File: config.mk
export PLATFORM = sky130hd
export DESIGN_NAME = sww_top
export DESIGN_NICKNAME = d
export VERILOG_FILES = /design/src/logic/sww_pkg.sv /design/src/logic/sww_delay.sv /design/src/logic/sww_wdt.sv /design/src/logic/sww_top.sv
export VERILOG_INCLUDE_DIRS = /design/src /design/src/logic
export SDC_FILE = /design/constraint.sdc
export NUM_CORES = 1
export LEC_CHECK = 0
export ABC_AREA = 1
export CAP_MARGIN = 20
export CORE_UTILIZATION = 60
export DETAILED_ROUTE_END_ITERATION = 8
export DONT_BUFFER_PORTS = 1
export PLACE_DENSITY = 0.76
export SLEW_MARGIN = 20
export SYNTH_ARGS = -nofsm -noshare
export SYNTH_HDL_FRONTEND = slang
export SYNTH_SLANG_ARGS = --single-unit
export TNS_END_PERCENT = 100
File: constraint.sdc
create_clock -name mclk -period 11.67 [get_ports mclk]
set_clock_uncertainty 0.15 [all_clocks]
set_input_delay 2.334 -clock mclk [delete_from_list [all_inputs] [get_ports mclk]]
set_output_delay 2.334 -clock mclk [all_outputs]
set_load 0.02 [all_outputs]
File: src/logic/sww_map.svh
// Offsets, field positions, reset values and timing counts of the sleep/wake watchdog.
// Assumes a 250 MHz mclk; register indices become byte addresses by times four.
`ifndef SWW_MAP_SVH
`define SWW_MAP_SVH

// Register indices (byte address = index * 4)
`define SWW_IDX_RESET_CAUSE_CONTROL    24'h000740
`define SWW_IDX_OSCILLATOR_CONTROL  24'h000742
`define SWW_IDX_OSCILLATOR_TUNING  24'h000744
`define SWW_IDX_MODULE_DISABLE_FIRST    24'h000770
`define SWW_IDX_MODULE_DISABLE_SECOND    24'h000772
`define SWW_IDX_OSCILLATOR_CONFIG_WORD    24'hf80000
`define SWW_IDX_WATCHDOG_CONFIG_WORD    24'hf80002
`define SWW_IDX_FBOR    24'hf80004
`define SWW_IDX_FBS     24'hf80006
`define SWW_IDX_FSS     24'hf80008
`define SWW_IDX_FGS     24'hf8000a
`define SWW_IDX_DEBUG_CONFIG_WORD    24'hf8000c

// Slots of the plain register array
`define SWW_SLOT_OSCILLATOR_CONFIG_WORD   4'h3
`define SWW_SLOT_WATCHDOG_CONFIG_WORD   4'h4
`define SWW_SLOT_FBOR   4'h5

// Reset-control fields
`define SWW_RC_TRAPR    15
`define SWW_RC_EXTR     7
`define SWW_RC_WATCHDOG_SOFTWARE_ENABLE   5
`define SWW_RC_WATCHDOG_TIMEOUT_FLAG     4
`define SWW_RC_SLEEP    3
`define SWW_RC_IDLE     2
`define SWW_RC_BOR      1
`define SWW_RC_POR      0
`define SWW_RESET_CAUSE_CONTROL_WMASK  16'h80ff

// Oscillator-control fields
`define SWW_OC_COSC     14:12
`define SWW_OC_LOCK     5
`define SWW_OC_CF       3
`define SWW_OC_LPOSCEN  1
`define SWW_OC_NOSC     10:8
`define SWW_OC_OSWEN    0
`define SWW_OSCILLATOR_CONTROL_WMASK 16'h070b
`define SWW_OSCILLATOR_TUNING_WMASK 16'h003f

// Config word fields
`define SWW_CFG_WATCHDOG_CONFIG_ENABLE  15
`define SWW_CFG_BOREN   7
`define SWW_CFG_FSCMOFF 15

// Current-oscillator codes
`define SWW_OSC_LP      3'h0
`define SWW_OSC_FRC     3'h1
`define SWW_OSC_LOW_POWER_RC_OSCILLATOR    3'h2
`define SWW_OSC_XTAL    3'h3
`define SWW_OSC_PLL     3'h4
`define SWW_OSC_EC      3'h5
`define SWW_OSC_ERC     3'h6

// Reset values
`define SWW_WATCHDOG_CONFIG_WORD_RST    16'h8000
`define SWW_COSC_RST    3'h1

// Timing
`define SWW_CLK_NS      4
`define SWW_POWER_ON_DELAY_NS     10000
`define SWW_POWER_ON_DELAY_CYC    ((`SWW_POWER_ON_DELAY_NS + `SWW_CLK_NS - 1) / `SWW_CLK_NS)
`define SWW_PLL_SETTLE_DELAY_NS    50000
`define SWW_PLL_SETTLE_DELAY_CYC   ((`SWW_PLL_SETTLE_DELAY_NS + `SWW_CLK_NS - 1) / `SWW_CLK_NS)
`define SWW_POWER_UP_TIMER_DELAY_NS    16000
`define SWW_POWER_UP_TIMER_DELAY_CYC   ((`SWW_POWER_UP_TIMER_DELAY_NS + `SWW_CLK_NS - 1) / `SWW_CLK_NS)

`endif

File: src/logic/sww_pkg.sv
// Types of the sleep/wake watchdog block.
// Assumes nothing beyond a SystemVerilog compiler.
package sww_pkg;
	typedef logic [2:0] sww_osc_t;

	typedef enum logic [2:0] {
		S_RUN, S_IDLE, S_SLEEP, S_POR, S_LOCK, S_POWER_UP_TIMER, S_CHECK, S_STALL
	} sww_state_e;

	typedef struct packed {
		sww_state_e        st;
		logic [15:0]       reset_cause_control;
		logic [15:0]       oscillator_control;
		logic [9:0][15:0]  misc;
		logic              lpRan;
		logic              pendIsr;
		logic [31:0]       prdata;
		logic              pready;
		logic              pslverr;
		logic              cpuClkEn;
		logic              perClkEn;
		logic              oscRunEn;
		logic              lprcRunEn;
		logic              fscmActive;
		logic              devReset;
		logic              isrGo;
		logic              clkFailTrap;
	} sww_top_s;
endpackage

File: src/logic/sww_delay.sv
// One-shot delay counter: done pulses count cycles after start.
// Assumes count is at least one; a new start restarts the count.
`timescale 1ns/1ps
module sww_delay #(
	parameter int W = 16
) (
	input  wire logic         mclk,
	input  wire logic         rst,
	input  wire logic         start,
	input  wire logic [W-1:0] count,
	output logic              done
);
	typedef struct packed {
		logic [W-1:0] cnt;
		logic         busy;
		logic         done;
	} sww_dly_s;

	sww_dly_s r, n;

	// Down counter, restart wins over a count in progress
	always_comb begin
		n = r;
		n.done = 1'b0;
		if (start) begin
			n.cnt = count;
			n.busy = 1'b1;
		end else if (r.busy) begin
			n.cnt = r.cnt - 1'b1;
			if (r.cnt == {{(W-1){1'b0}}, 1'b1}) begin
				n.busy = 1'b0;
				n.done = 1'b1;
			end
		end
	end

	always_ff @(posedge mclk or posedge rst) begin
		if (rst) begin
			r <= '0;
		end else begin
			r <= n;
		end
	end

	assign done = r.done;
endmodule

File: src/logic/sww_wdt.sv
// Watchdog counter advanced by ticks of the low-power RC oscillator.
// Assumes tick is a one-cycle pulse already in the mclk domain.
`timescale 1ns/1ps
module sww_wdt #(
	parameter int W = 16
) (
	input  wire logic mclk,
	input  wire logic rst,
	input  wire logic tick,
	input  wire logic en,
	input  wire logic clr,
	output logic      ovf
);
	typedef struct packed {
		logic [W-1:0] cnt;
		logic         ovf;
	} sww_wdt_s;

	sww_wdt_s r, n;

	// Count on RC ticks only, so a dead crystal cannot stop it
	always_comb begin
		n = r;
		n.ovf = 1'b0;
		if (clr) begin
			n.cnt = '0;
		end else if (en && tick) begin
			n.cnt = r.cnt + 1'b1;
			n.ovf = &r.cnt;
		end
	end

	always_ff @(posedge mclk or posedge rst) begin
		if (rst) begin
			r <= '0;
		end else begin
			r <= n;
		end
	end

	assign ovf = r.ovf;
endmodule

File: src/logic/sww_top.sv
// Watchdog, sleep/idle control and wake-up clock sequencing, APB slave.
// Assumes the core signals instructions as one-cycle pulses; the RC tick is in mclk domain.
// Overview of operation
// - Watchdog counts ticks of its own RC oscillator, not the system clock.
// - Watchdog on when config enable bit is 1; erased default is 1.
// - With config enable 0, software enable bit 5 of reset-control turns it on.
// - Enabled watchdog counts up; overflow while awake forces full device reset.
// - Software clears the watchdog periodically; clear instruction zeroes the count.
// - Overflow in sleep wakes instead; sleep and timeout flags both set.
// - Power-save instruction enters sleep or idle, chosen by its operand.
// - Sleep gates CPU and peripheral clocks and stops on-chip oscillator.
// - Clock monitor off in sleep; RC oscillator runs while watchdog is on.
// - Enabled brown-out detection keeps working in sleep and can reset.
// - Sleep ends on enabled interrupt, any reset, or watchdog timeout.
// - Wake restarts the oscillator named by the current-oscillator field.
// - Crystal waits for start-up, PLL for lock; power and lock delays apply.
// - External, fast RC, low-power RC, external RC: only power-on delay.
// - Low-power crystal that ran through sleep: only power-on delay.
// - Interrupt wake branches to the service routine and sets sleep flag.
// - Clock still dead after delays: monitor traps to fast RC, else stall.
// - Any reset wakes; non-power-on reset sets sleep flag, power-on clears.
`timescale 1ns/1ps
`include "sww_map.svh"
module sww_top #(
	parameter int WDT_W     = 16,
	parameter int PLL_SETTLE_DELAY_CYC = `SWW_PLL_SETTLE_DELAY_CYC,
	parameter int POWER_UP_TIMER_DELAY_CYC = `SWW_POWER_UP_TIMER_DELAY_CYC
) (
	input  wire logic        mclk,
	input  wire logic        rst,
	input  wire logic [25:0] paddr,
	input  wire logic        psel,
	input  wire logic        penable,
	input  wire logic        pwrite,
	input  wire logic [31:0] pwdata,
	output logic      [31:0] prdata,
	output logic             pready,
	output logic             pslverr,
	input  wire logic        clrWdtInstr,
	input  wire logic        pwrSavInstr,
	input  wire logic        pwrSavSleep,
	input  wire logic        intWake,
	input  wire logic        porEvt,
	input  wire logic        borEvt,
	input  wire logic        mclrEvt,
	input  wire logic        lprcTick,
	input  wire logic        oscStable,
	input  wire logic        pllLock,
	output logic             cpuClkEn,
	output logic             perClkEn,
	output logic             oscRunEn,
	output logic             lprcRunEn,
	output logic             fscmActive,
	output logic             devReset,
	output logic             isrGo,
	output logic             clkFailTrap,
	output sww_pkg::sww_osc_t currentOsc
);
	import sww_pkg::*;

	sww_top_s    r, n;
	logic        wdtOvf;
	logic        dDone;
	logic        dStart;
	logic [15:0] dCount;
	logic [15:0] rd;
	logic [3:0]  slot;
	logic        hit;
	logic        isMisc;
	logic        wr;
	logic        wdtEn;
	logic        boren;
	logic        fscmEn;
	logic        resetEvt;
	logic        ok;
	logic        fast;
	sww_osc_t    cosc;

	// Configuration-driven enables
	assign wdtEn  = r.misc[`SWW_SLOT_WATCHDOG_CONFIG_WORD][`SWW_CFG_WATCHDOG_CONFIG_ENABLE] | r.reset_cause_control[`SWW_RC_WATCHDOG_SOFTWARE_ENABLE];
	assign boren  = r.misc[`SWW_SLOT_FBOR][`SWW_CFG_BOREN];
	assign fscmEn = !r.misc[`SWW_SLOT_OSCILLATOR_CONFIG_WORD][`SWW_CFG_FSCMOFF];
	assign cosc   = r.oscillator_control[`SWW_OC_COSC];

	// Any reset source; a timeout in sleep wakes rather than resets
	assign resetEvt = porEvt | (borEvt & boren) | mclrEvt
		| (wdtOvf & (r.st != S_SLEEP));

	// Clock ready check for the restarted source
	assign ok = (cosc == `SWW_OSC_PLL) ? pllLock : oscStable;
	assign fast = (cosc == `SWW_OSC_EC) || (cosc == `SWW_OSC_FRC)
		|| (cosc == `SWW_OSC_LOW_POWER_RC_OSCILLATOR) || (cosc == `SWW_OSC_ERC)
		|| ((cosc == `SWW_OSC_LP) && r.lpRan);

	sww_wdt #(
		.W (WDT_W)
	) u_wdt (
		.mclk (mclk),
		.rst  (rst),
		.tick (lprcTick),
		.en   (wdtEn),
		.clr  (clrWdtInstr | resetEvt),
		.ovf  (wdtOvf)
	);

	sww_delay #(
		.W (16)
	) u_dly (
		.mclk  (mclk),
		.rst   (rst),
		.start (dStart),
		.count (dCount),
		.done  (dDone)
	);

	// Register read decode; misaligned or unknown address answers with an error
	always_comb begin
		rd = 16'h0000;
		slot = 4'h0;
		hit = 1'b1;
		isMisc = 1'b1;
		case (paddr[25:2])
			`SWW_IDX_RESET_CAUSE_CONTROL: isMisc = 1'b0;
			`SWW_IDX_OSCILLATOR_CONTROL: isMisc = 1'b0;
			`SWW_IDX_OSCILLATOR_TUNING: slot = 4'h0;
			`SWW_IDX_MODULE_DISABLE_FIRST: slot = 4'h1;
			`SWW_IDX_MODULE_DISABLE_SECOND: slot = 4'h2;
			`SWW_IDX_OSCILLATOR_CONFIG_WORD: slot = `SWW_SLOT_OSCILLATOR_CONFIG_WORD;
			`SWW_IDX_WATCHDOG_CONFIG_WORD: slot = `SWW_SLOT_WATCHDOG_CONFIG_WORD;
			`SWW_IDX_FBOR: slot = `SWW_SLOT_FBOR;
			`SWW_IDX_FBS: slot = 4'h6;
			`SWW_IDX_FSS: slot = 4'h7;
			`SWW_IDX_FGS: slot = 4'h8;
			`SWW_IDX_DEBUG_CONFIG_WORD: slot = 4'h9;
			default: hit = 1'b0;
		endcase
		if (paddr[1:0] != 2'b00) begin
			hit = 1'b0;
		end
		if (!hit) begin
			rd = 16'h0000;
		end else if (isMisc) begin
			rd = r.misc[slot];
		end else if (paddr[25:2] == `SWW_IDX_RESET_CAUSE_CONTROL) begin
			rd = r.reset_cause_control;
		end else begin
			rd = r.oscillator_control;
		end
	end

	// Writes take effect on the access edge
	assign wr = psel && penable && r.pready && pwrite && hit;

	// Next state: bus, flags, power state machine, clock enables
	always_comb begin
		n = r;
		n.devReset = 1'b0;
		n.isrGo = 1'b0;
		n.clkFailTrap = 1'b0;
		n.pready = 1'b0;
		n.pslverr = 1'b0;
		dStart = 1'b0;
		dCount = 16'h0000;

		// Zero-wait answer: ready in the first access cycle
		if (psel && !penable) begin
			n.pready = 1'b1;
			n.pslverr = !hit;
			n.prdata = {16'h0000, rd};
		end

		// Software writes first, so a hardware set in the same cycle wins
		if (wr && !isMisc && (paddr[25:2] == `SWW_IDX_RESET_CAUSE_CONTROL)) begin
			n.reset_cause_control = (r.reset_cause_control & ~`SWW_RESET_CAUSE_CONTROL_WMASK) | (pwdata[15:0] & `SWW_RESET_CAUSE_CONTROL_WMASK);
		end else if (wr && !isMisc) begin
			n.oscillator_control = (r.oscillator_control & ~`SWW_OSCILLATOR_CONTROL_WMASK) | (pwdata[15:0] & `SWW_OSCILLATOR_CONTROL_WMASK);
			// Switch takes the next-oscillator field at once; no switch delay is modelled
			if (pwdata[`SWW_OC_OSWEN]) begin
				n.oscillator_control[`SWW_OC_COSC] = pwdata[`SWW_OC_NOSC];
				n.oscillator_control[`SWW_OC_OSWEN] = 1'b0;
			end
		end else if (wr && (slot == 4'h0)) begin
			n.misc[0] = pwdata[15:0] & `SWW_OSCILLATOR_TUNING_WMASK;
		end else if (wr) begin
			n.misc[slot] = pwdata[15:0];
		end
		n.oscillator_control[`SWW_OC_LOCK] = pllLock;

		// Power state machine
		case (r.st)
			S_RUN: begin
				if (pwrSavInstr && pwrSavSleep) begin
					n.st = S_SLEEP;
					n.lpRan = (cosc == `SWW_OSC_LP) && r.oscillator_control[`SWW_OC_LPOSCEN];
				end else if (pwrSavInstr) begin
					n.st = S_IDLE;
				end
			end
			S_IDLE: begin
				if (intWake) begin
					n.st = S_RUN;
					n.isrGo = 1'b1;
					n.reset_cause_control[`SWW_RC_IDLE] = 1'b1;
				end
			end
			S_SLEEP: begin
				if (intWake || wdtOvf) begin
					n.st = S_POR;
					dStart = 1'b1;
					dCount = 16'(`SWW_POWER_ON_DELAY_CYC);
					n.reset_cause_control[`SWW_RC_SLEEP] = 1'b1;
					n.pendIsr = intWake && !wdtOvf;
				end
				if (wdtOvf) begin
					n.reset_cause_control[`SWW_RC_WATCHDOG_TIMEOUT_FLAG] = 1'b1;
				end
			end
			S_POR: begin
				if (dDone && fast) begin
					n.st = S_RUN;
				end else if (dDone && (cosc == `SWW_OSC_PLL)) begin
					n.st = S_LOCK;
					dStart = 1'b1;
					dCount = 16'(PLL_SETTLE_DELAY_CYC);
				end else if (dDone) begin
					n.st = S_POWER_UP_TIMER;
					dStart = 1'b1;
					dCount = 16'(POWER_UP_TIMER_DELAY_CYC);
				end
			end
			S_LOCK: begin
				if (dDone) begin
					n.st = S_POWER_UP_TIMER;
					dStart = 1'b1;
					dCount = 16'(POWER_UP_TIMER_DELAY_CYC);
				end
			end
			S_POWER_UP_TIMER: begin
				if (dDone) begin
					n.st = S_CHECK;
				end
			end
			S_CHECK: begin
				if (ok) begin
					n.st = S_RUN;
				end else if (fscmEn) begin
					n.st = S_RUN;
					n.clkFailTrap = 1'b1;
					n.reset_cause_control[`SWW_RC_TRAPR] = 1'b1;
					n.oscillator_control[`SWW_OC_CF] = 1'b1;
					n.oscillator_control[`SWW_OC_COSC] = `SWW_OSC_FRC;
				end else begin
					n.st = S_STALL;
				end
			end
			S_STALL: begin
				if (ok) begin
					n.st = S_RUN;
				end
			end
			default: n.st = S_RUN;
		endcase

		// Pending interrupt is serviced once the clock is back
		if ((r.st != S_RUN) && (r.st != S_IDLE) && (n.st == S_RUN)) begin
			n.isrGo = r.pendIsr;
			n.pendIsr = 1'b0;
		end

		// Resets override everything and restart through the power-on delay
		if (resetEvt) begin
			n.devReset = 1'b1;
			n.st = S_POR;
			dStart = 1'b1;
			dCount = 16'(`SWW_POWER_ON_DELAY_CYC);
			n.pendIsr = 1'b0;
			n.isrGo = 1'b0;
			if (porEvt) begin
				n.reset_cause_control[`SWW_RC_POR] = 1'b1;
				n.reset_cause_control[`SWW_RC_SLEEP] = 1'b0;
			end else begin
				if (r.st == S_SLEEP) begin
					n.reset_cause_control[`SWW_RC_SLEEP] = 1'b1;
				end
				if (r.st == S_IDLE) begin
					n.reset_cause_control[`SWW_RC_IDLE] = 1'b1;
				end
				if (borEvt && boren) begin
					n.reset_cause_control[`SWW_RC_BOR] = 1'b1;
				end
				if (mclrEvt) begin
					n.reset_cause_control[`SWW_RC_EXTR] = 1'b1;
				end
				if (wdtOvf) begin
					n.reset_cause_control[`SWW_RC_WATCHDOG_TIMEOUT_FLAG] = 1'b1;
				end
			end
		end

		// Clock gating from the next state keeps outputs aligned with it
		n.cpuClkEn = (n.st == S_RUN);
		n.perClkEn = (n.st == S_RUN) || (n.st == S_IDLE);
		n.oscRunEn = (n.st != S_SLEEP) || n.lpRan;
		n.lprcRunEn = wdtEn || (cosc == `SWW_OSC_LOW_POWER_RC_OSCILLATOR);
		n.fscmActive = fscmEn && (n.st != S_SLEEP);
	end

	// State register; power-on values after the asynchronous reset
	always_ff @(posedge mclk or posedge rst) begin
		if (rst) begin
			r <= '0;
			r.reset_cause_control[`SWW_RC_POR] <= 1'b1;
			r.oscillator_control[`SWW_OC_COSC] <= `SWW_COSC_RST;
			r.misc[`SWW_SLOT_WATCHDOG_CONFIG_WORD] <= `SWW_WATCHDOG_CONFIG_WORD_RST;
			r.cpuClkEn <= 1'b1;
			r.perClkEn <= 1'b1;
			r.oscRunEn <= 1'b1;
			r.lprcRunEn <= 1'b1;
			r.fscmActive <= 1'b1;
		end else begin
			r <= n;
		end
	end

	assign prdata      = r.prdata;
	assign pready      = r.pready;
	assign pslverr     = r.pslverr;
	assign cpuClkEn    = r.cpuClkEn;
	assign perClkEn    = r.perClkEn;
	assign oscRunEn    = r.oscRunEn;
	assign lprcRunEn   = r.lprcRunEn;
	assign fscmActive  = r.fscmActive;
	assign devReset    = r.devReset;
	assign isrGo       = r.isrGo;
	assign clkFailTrap = r.clkFailTrap;
	assign currentOsc  = r.oscillator_control[`SWW_OC_COSC];
endmodule

==> results.json <==
{
  "status": "finished clean",
  "worstPathArrival_ns": 5.40,
  "p_comb_share_pct": 2.7,
  "drt-pass1-iter-count": 5,
  "ys_warn_count": 0,
  "power.density_nw_per_um2": 130,
  "clk_pin_slew_ns": 0.06,
  "grt-ovfl-total": 0,
  "worst_pin_slew_ns": 1.07,
  "setup_viol": 0,
  "num_vias": 11100,
  "die_h_microns": 150,
  "rr_worst_depth": 13,
  "final.setup.worst_slack_ns": 6.55,
  "startpoint": "paddr[24]",
  "num-nets-final": 1742,
  "place_ws_ns": 6.11,
  "p_sw_share_pct": 22.0,
  "hpwl_microns": 23200,
  "finalNonFillerCells": 1960,
  "track_usage_pct": 30.6,
  "utilization_pct": 65.9,
  "finalSetupTns_ns": 0,
  "crit_type": "input port to flip-flop",
  "start_util_pct": 61.9,
  "cts_resized": 0,
  "grt_antenna_before_repair": 0,
  "grt_pass1_wl_microns": 53600,
  "final.min_clock_period_ns": 5.12,
  "clk_latency_ns": 0.54,
  "routabilityCongestion": 0.972,
  "ys_seq_area_share_pct": 46.6,
  "dpl.cell_count": 1909,
  "cts_num_sinks": 244,
  "cts_tree": "yes",
  "numCtsBuffers": 27,
  "io_pins": 118,
  "synth-async-reset-ratio_pct": 100,
  "viasPerCell": 5.68,
  "clock_power_share_pct": 50.5,
  "cts_max_level": 1,
  "grt_pass1_vias": 10400,
  "start_kind": "input port",
  "hold_class": "flip-flop to flip-flop",
  "hold_buffers": 0,
  "synth_edf_count": 0,
  "drtAntennaViolNets": 0,
  "num_rows": 53,
  "max_slew_margin_pct": 28.4,
  "crit_fanout": 25,
  "wl_per_cell_microns": 17.2,
  "drive_gt1_share_pct": 7.72,
  "synth_cells": 1702,
  "fin_crit_sh_pct": 43.9,
  "postSynthAreaPerCell_sq_um": 7.72,
  "drt-total-wl_microns": 33700,
  "cts_setup_buffers": 0,
  "ys_types": 48,
  "die_x_microns": 150,
  "synthesis.area_sq_um": 13100,
  "buffer_ports.inserted": 0,
  "drt_iter0_markers": 943,
  "whs_path_depth": 2,
  "drc_errors": 0,
  "rsz0062_at_grt": "no",
  "drv_slew": 0,
  "total_leakage_power_nw": 6.97,
  "synth_flop_cell": "dfrtp_1",
  "ys_ff_latch": 244,
  "dieArea_sq_um": 22500,
  "area_growth_pct": 6.47,
  "hold_viol": 0,
  "cp-end-kind": "flip-flop",
  "maxCapViolCount": 0,
  "r2r-start": "r[238]$_DFF_PP0_",
  "peakVddDrop_v": 0.000115,
  "p_sw_mw": 0.401,
  "p_int_mw": 1.42,
  "root_buffer": "clkbuf_16",
  "grt_max_degree": 99,
  "fmax_ghz": 0.195,
  "num_antenna_cells": 0,
  "timing.hold.ws_ns": 0.321,
  "hold_start": "r[138]$_DFFE_PP0P_",
  "cts_buffer_depth": 3,
  "pwr-share-seq_pct": 46.7,
  "cp.required_ns": 11.95,
  "core-area_sq_um": 21200
}
## sequential cells by signal, indices dropped and copies added, names as in the netlist
| signal | count |
|---|---|
| u_dly.r | 17 |
| prdata | 16 |
| isrGo | 1 |
| u_wdt.ovf | 1 |
| r | 179 |
| pslverr | 1 |
| currentOsc | 3 |
| pready | 1 |
| lprcRunEn | 1 |
| boren | 1 |
| fscmActive | 1 |
| oscRunEn | 1 |
| u_dly.done | 1 |
| cpuClkEn | 1 |
| perClkEn | 1 |
| clkFailTrap | 1 |
| u_wdt.r | 16 |
| devReset | 1 |
## power groups by stage
| stage | combinational, mW | clock, mW | sequential (mW) |
|---|---|---|---|
| final | 0.0499 | 0.921 | 0.852 |
| after global routing | 0.0571 | 0.963 | 0.851 |
| after CTS | 0.0510 | 0.928 | 0.852 |
| after detailed placement | 0.0509 | 0 | 0.867 |
| after global placement | 0.0502 | 0 | 0.867 |
| after floorplan | 0.0422 | 0 | 0.867 |
## worst paths after layout
path	end	slack, ns
min in group asynchronous	r[146]$_DFFE_PP0P_	1.60
worst max-delay path	prdata[12]$_DFFE_PP0P_	6.55
worst max register to register	u_dly.r[12]$_DFFE_PP0P_	8.68
worst min register to register	r[138]$_DFFE_PP0P_	0.32
worst min-delay path	r[138]$_DFFE_PP0P_	0.32
max in group asynchronous	r[47]$_DFFE_PP0P_	8.32
## through the flow
| stage | area, sq um | power [mW] |
|---|---|---|
| 2_1_floorplan | 13200 | 0.909 |
| 3_3_place_gp | 13000 | 0.917 |
| 3_5_place_dp | 13000 | 0.918 |
| 4_1_cts | 14000 | 1.83 |
| 5_1_grt | 14000 | 1.87 |
| 6_report | 14000 | 1.82 |
## routing by layer
| metal | global-route usage [%] | wire, microns | vias up |
|---|---|---|---|
| met5 | 0 | 0 | - |
| met3 | 4.18 | 2090 | 99 |
| met2 | 52.1 | 16400 | 388 |
| met4 | 13.0 | 1370 | 0 |
| li1 | - | - | 5353 |
| met1 | 39.2 | 13900 | 5292 |
## Yosys cell counts (2+ instances only)
cell type	count	area, sq um
nand2_1	582	2180
dfrtp_1	236	5910
inv_1	173	649
nand3_1	133	666
nor2_1	96	360
o21ai_1	80	400
o21ai_0	56	280
nand3b_1	41	308
buf_4	35	263
a21oi_1	34	170
nand4_1	33	206
clkbuf_1	28	105
buf_6	21	236
nor3_1	16	80.1
nor2_2	13	81.3
nor2_4	12	135
o22ai_1	12	75.1
dfstp_2	8	210
inv_2	8	30.0
buf_2	7	35.0
nand3_2	7	70.1
o211ai_1	7	52.6
a31oi_1	6	37.5
nand3_4	6	105
xor2_1	6	52.6
ha_1	5	62.6
nor4_1	5	31.3
nand2_2	4	25.0
nand3b_4	4	80.1
o311ai_0	3	26.3
xnor2_1	3	26.3
and3_1	2	12.5
clkinv_1	2	7.51
o21a_1	2	15.0
o221ai_1	2	17.5
or2_2	2	12.5
## placed cells by master (no fill, tap or decap), drive strengths merged, types with 34 or more instances in the layout
| cell | instances |
|---|---|
| inv | 183 |
| nand4 | 34 |
| clkbuf | 35 |
| dfrtp | 236 |
| nor2 | 121 |
| o21ai | 136 |
| nand3 | 146 |
| a21oi | 36 |
| nand2 | 587 |
| nand3b | 45 |
## critical path, stage by stage
cell and delay, ns:
nand4_1 0.16, nor2_4 0.12, nand3_1 0.14, nand2_1 0.17
nor2_1 0.61, nand2_1 0.36, buf_4 0.34, inv_2 0.40
nand3b_1 0.13, nand3b_1 0.17, nand2_1 0.07, nand3_1 0.17
nand2_1 0.08, nand2_1 0.08, nand2_1 0.05
## cell families (layout without fill, tap and decap cells)
logic type,Yosys count,in the layout,synth area share (%)
other,1,16,0.0286
adders and majority gates,5,5,0.476
DFF,244,244,46.6
buffers and inverters,274,242,10.1
and+or+nand+nor,960,960,33.5
muxes,1,1,0.0762
AOI/OAI and AO/OA,208,208,8.62
xor gates and xnor gates,9,9,0.600
## final cells by class
| class | count | area, sq um |
|---|---|---|
| inverter | 183 | 694 |
| clock buffer | 35 | 786 |
| multi-input combinational | 1199 | 5760 |
| sequential | 244 | 6120 |
| fill | 1798 | 7240 |
| timing repair buffer | 9 | 87.6 |
| tap | 275 | 344 |
| clock inverter | 15 | 198 |
Power figures use the tool's default switching activity.
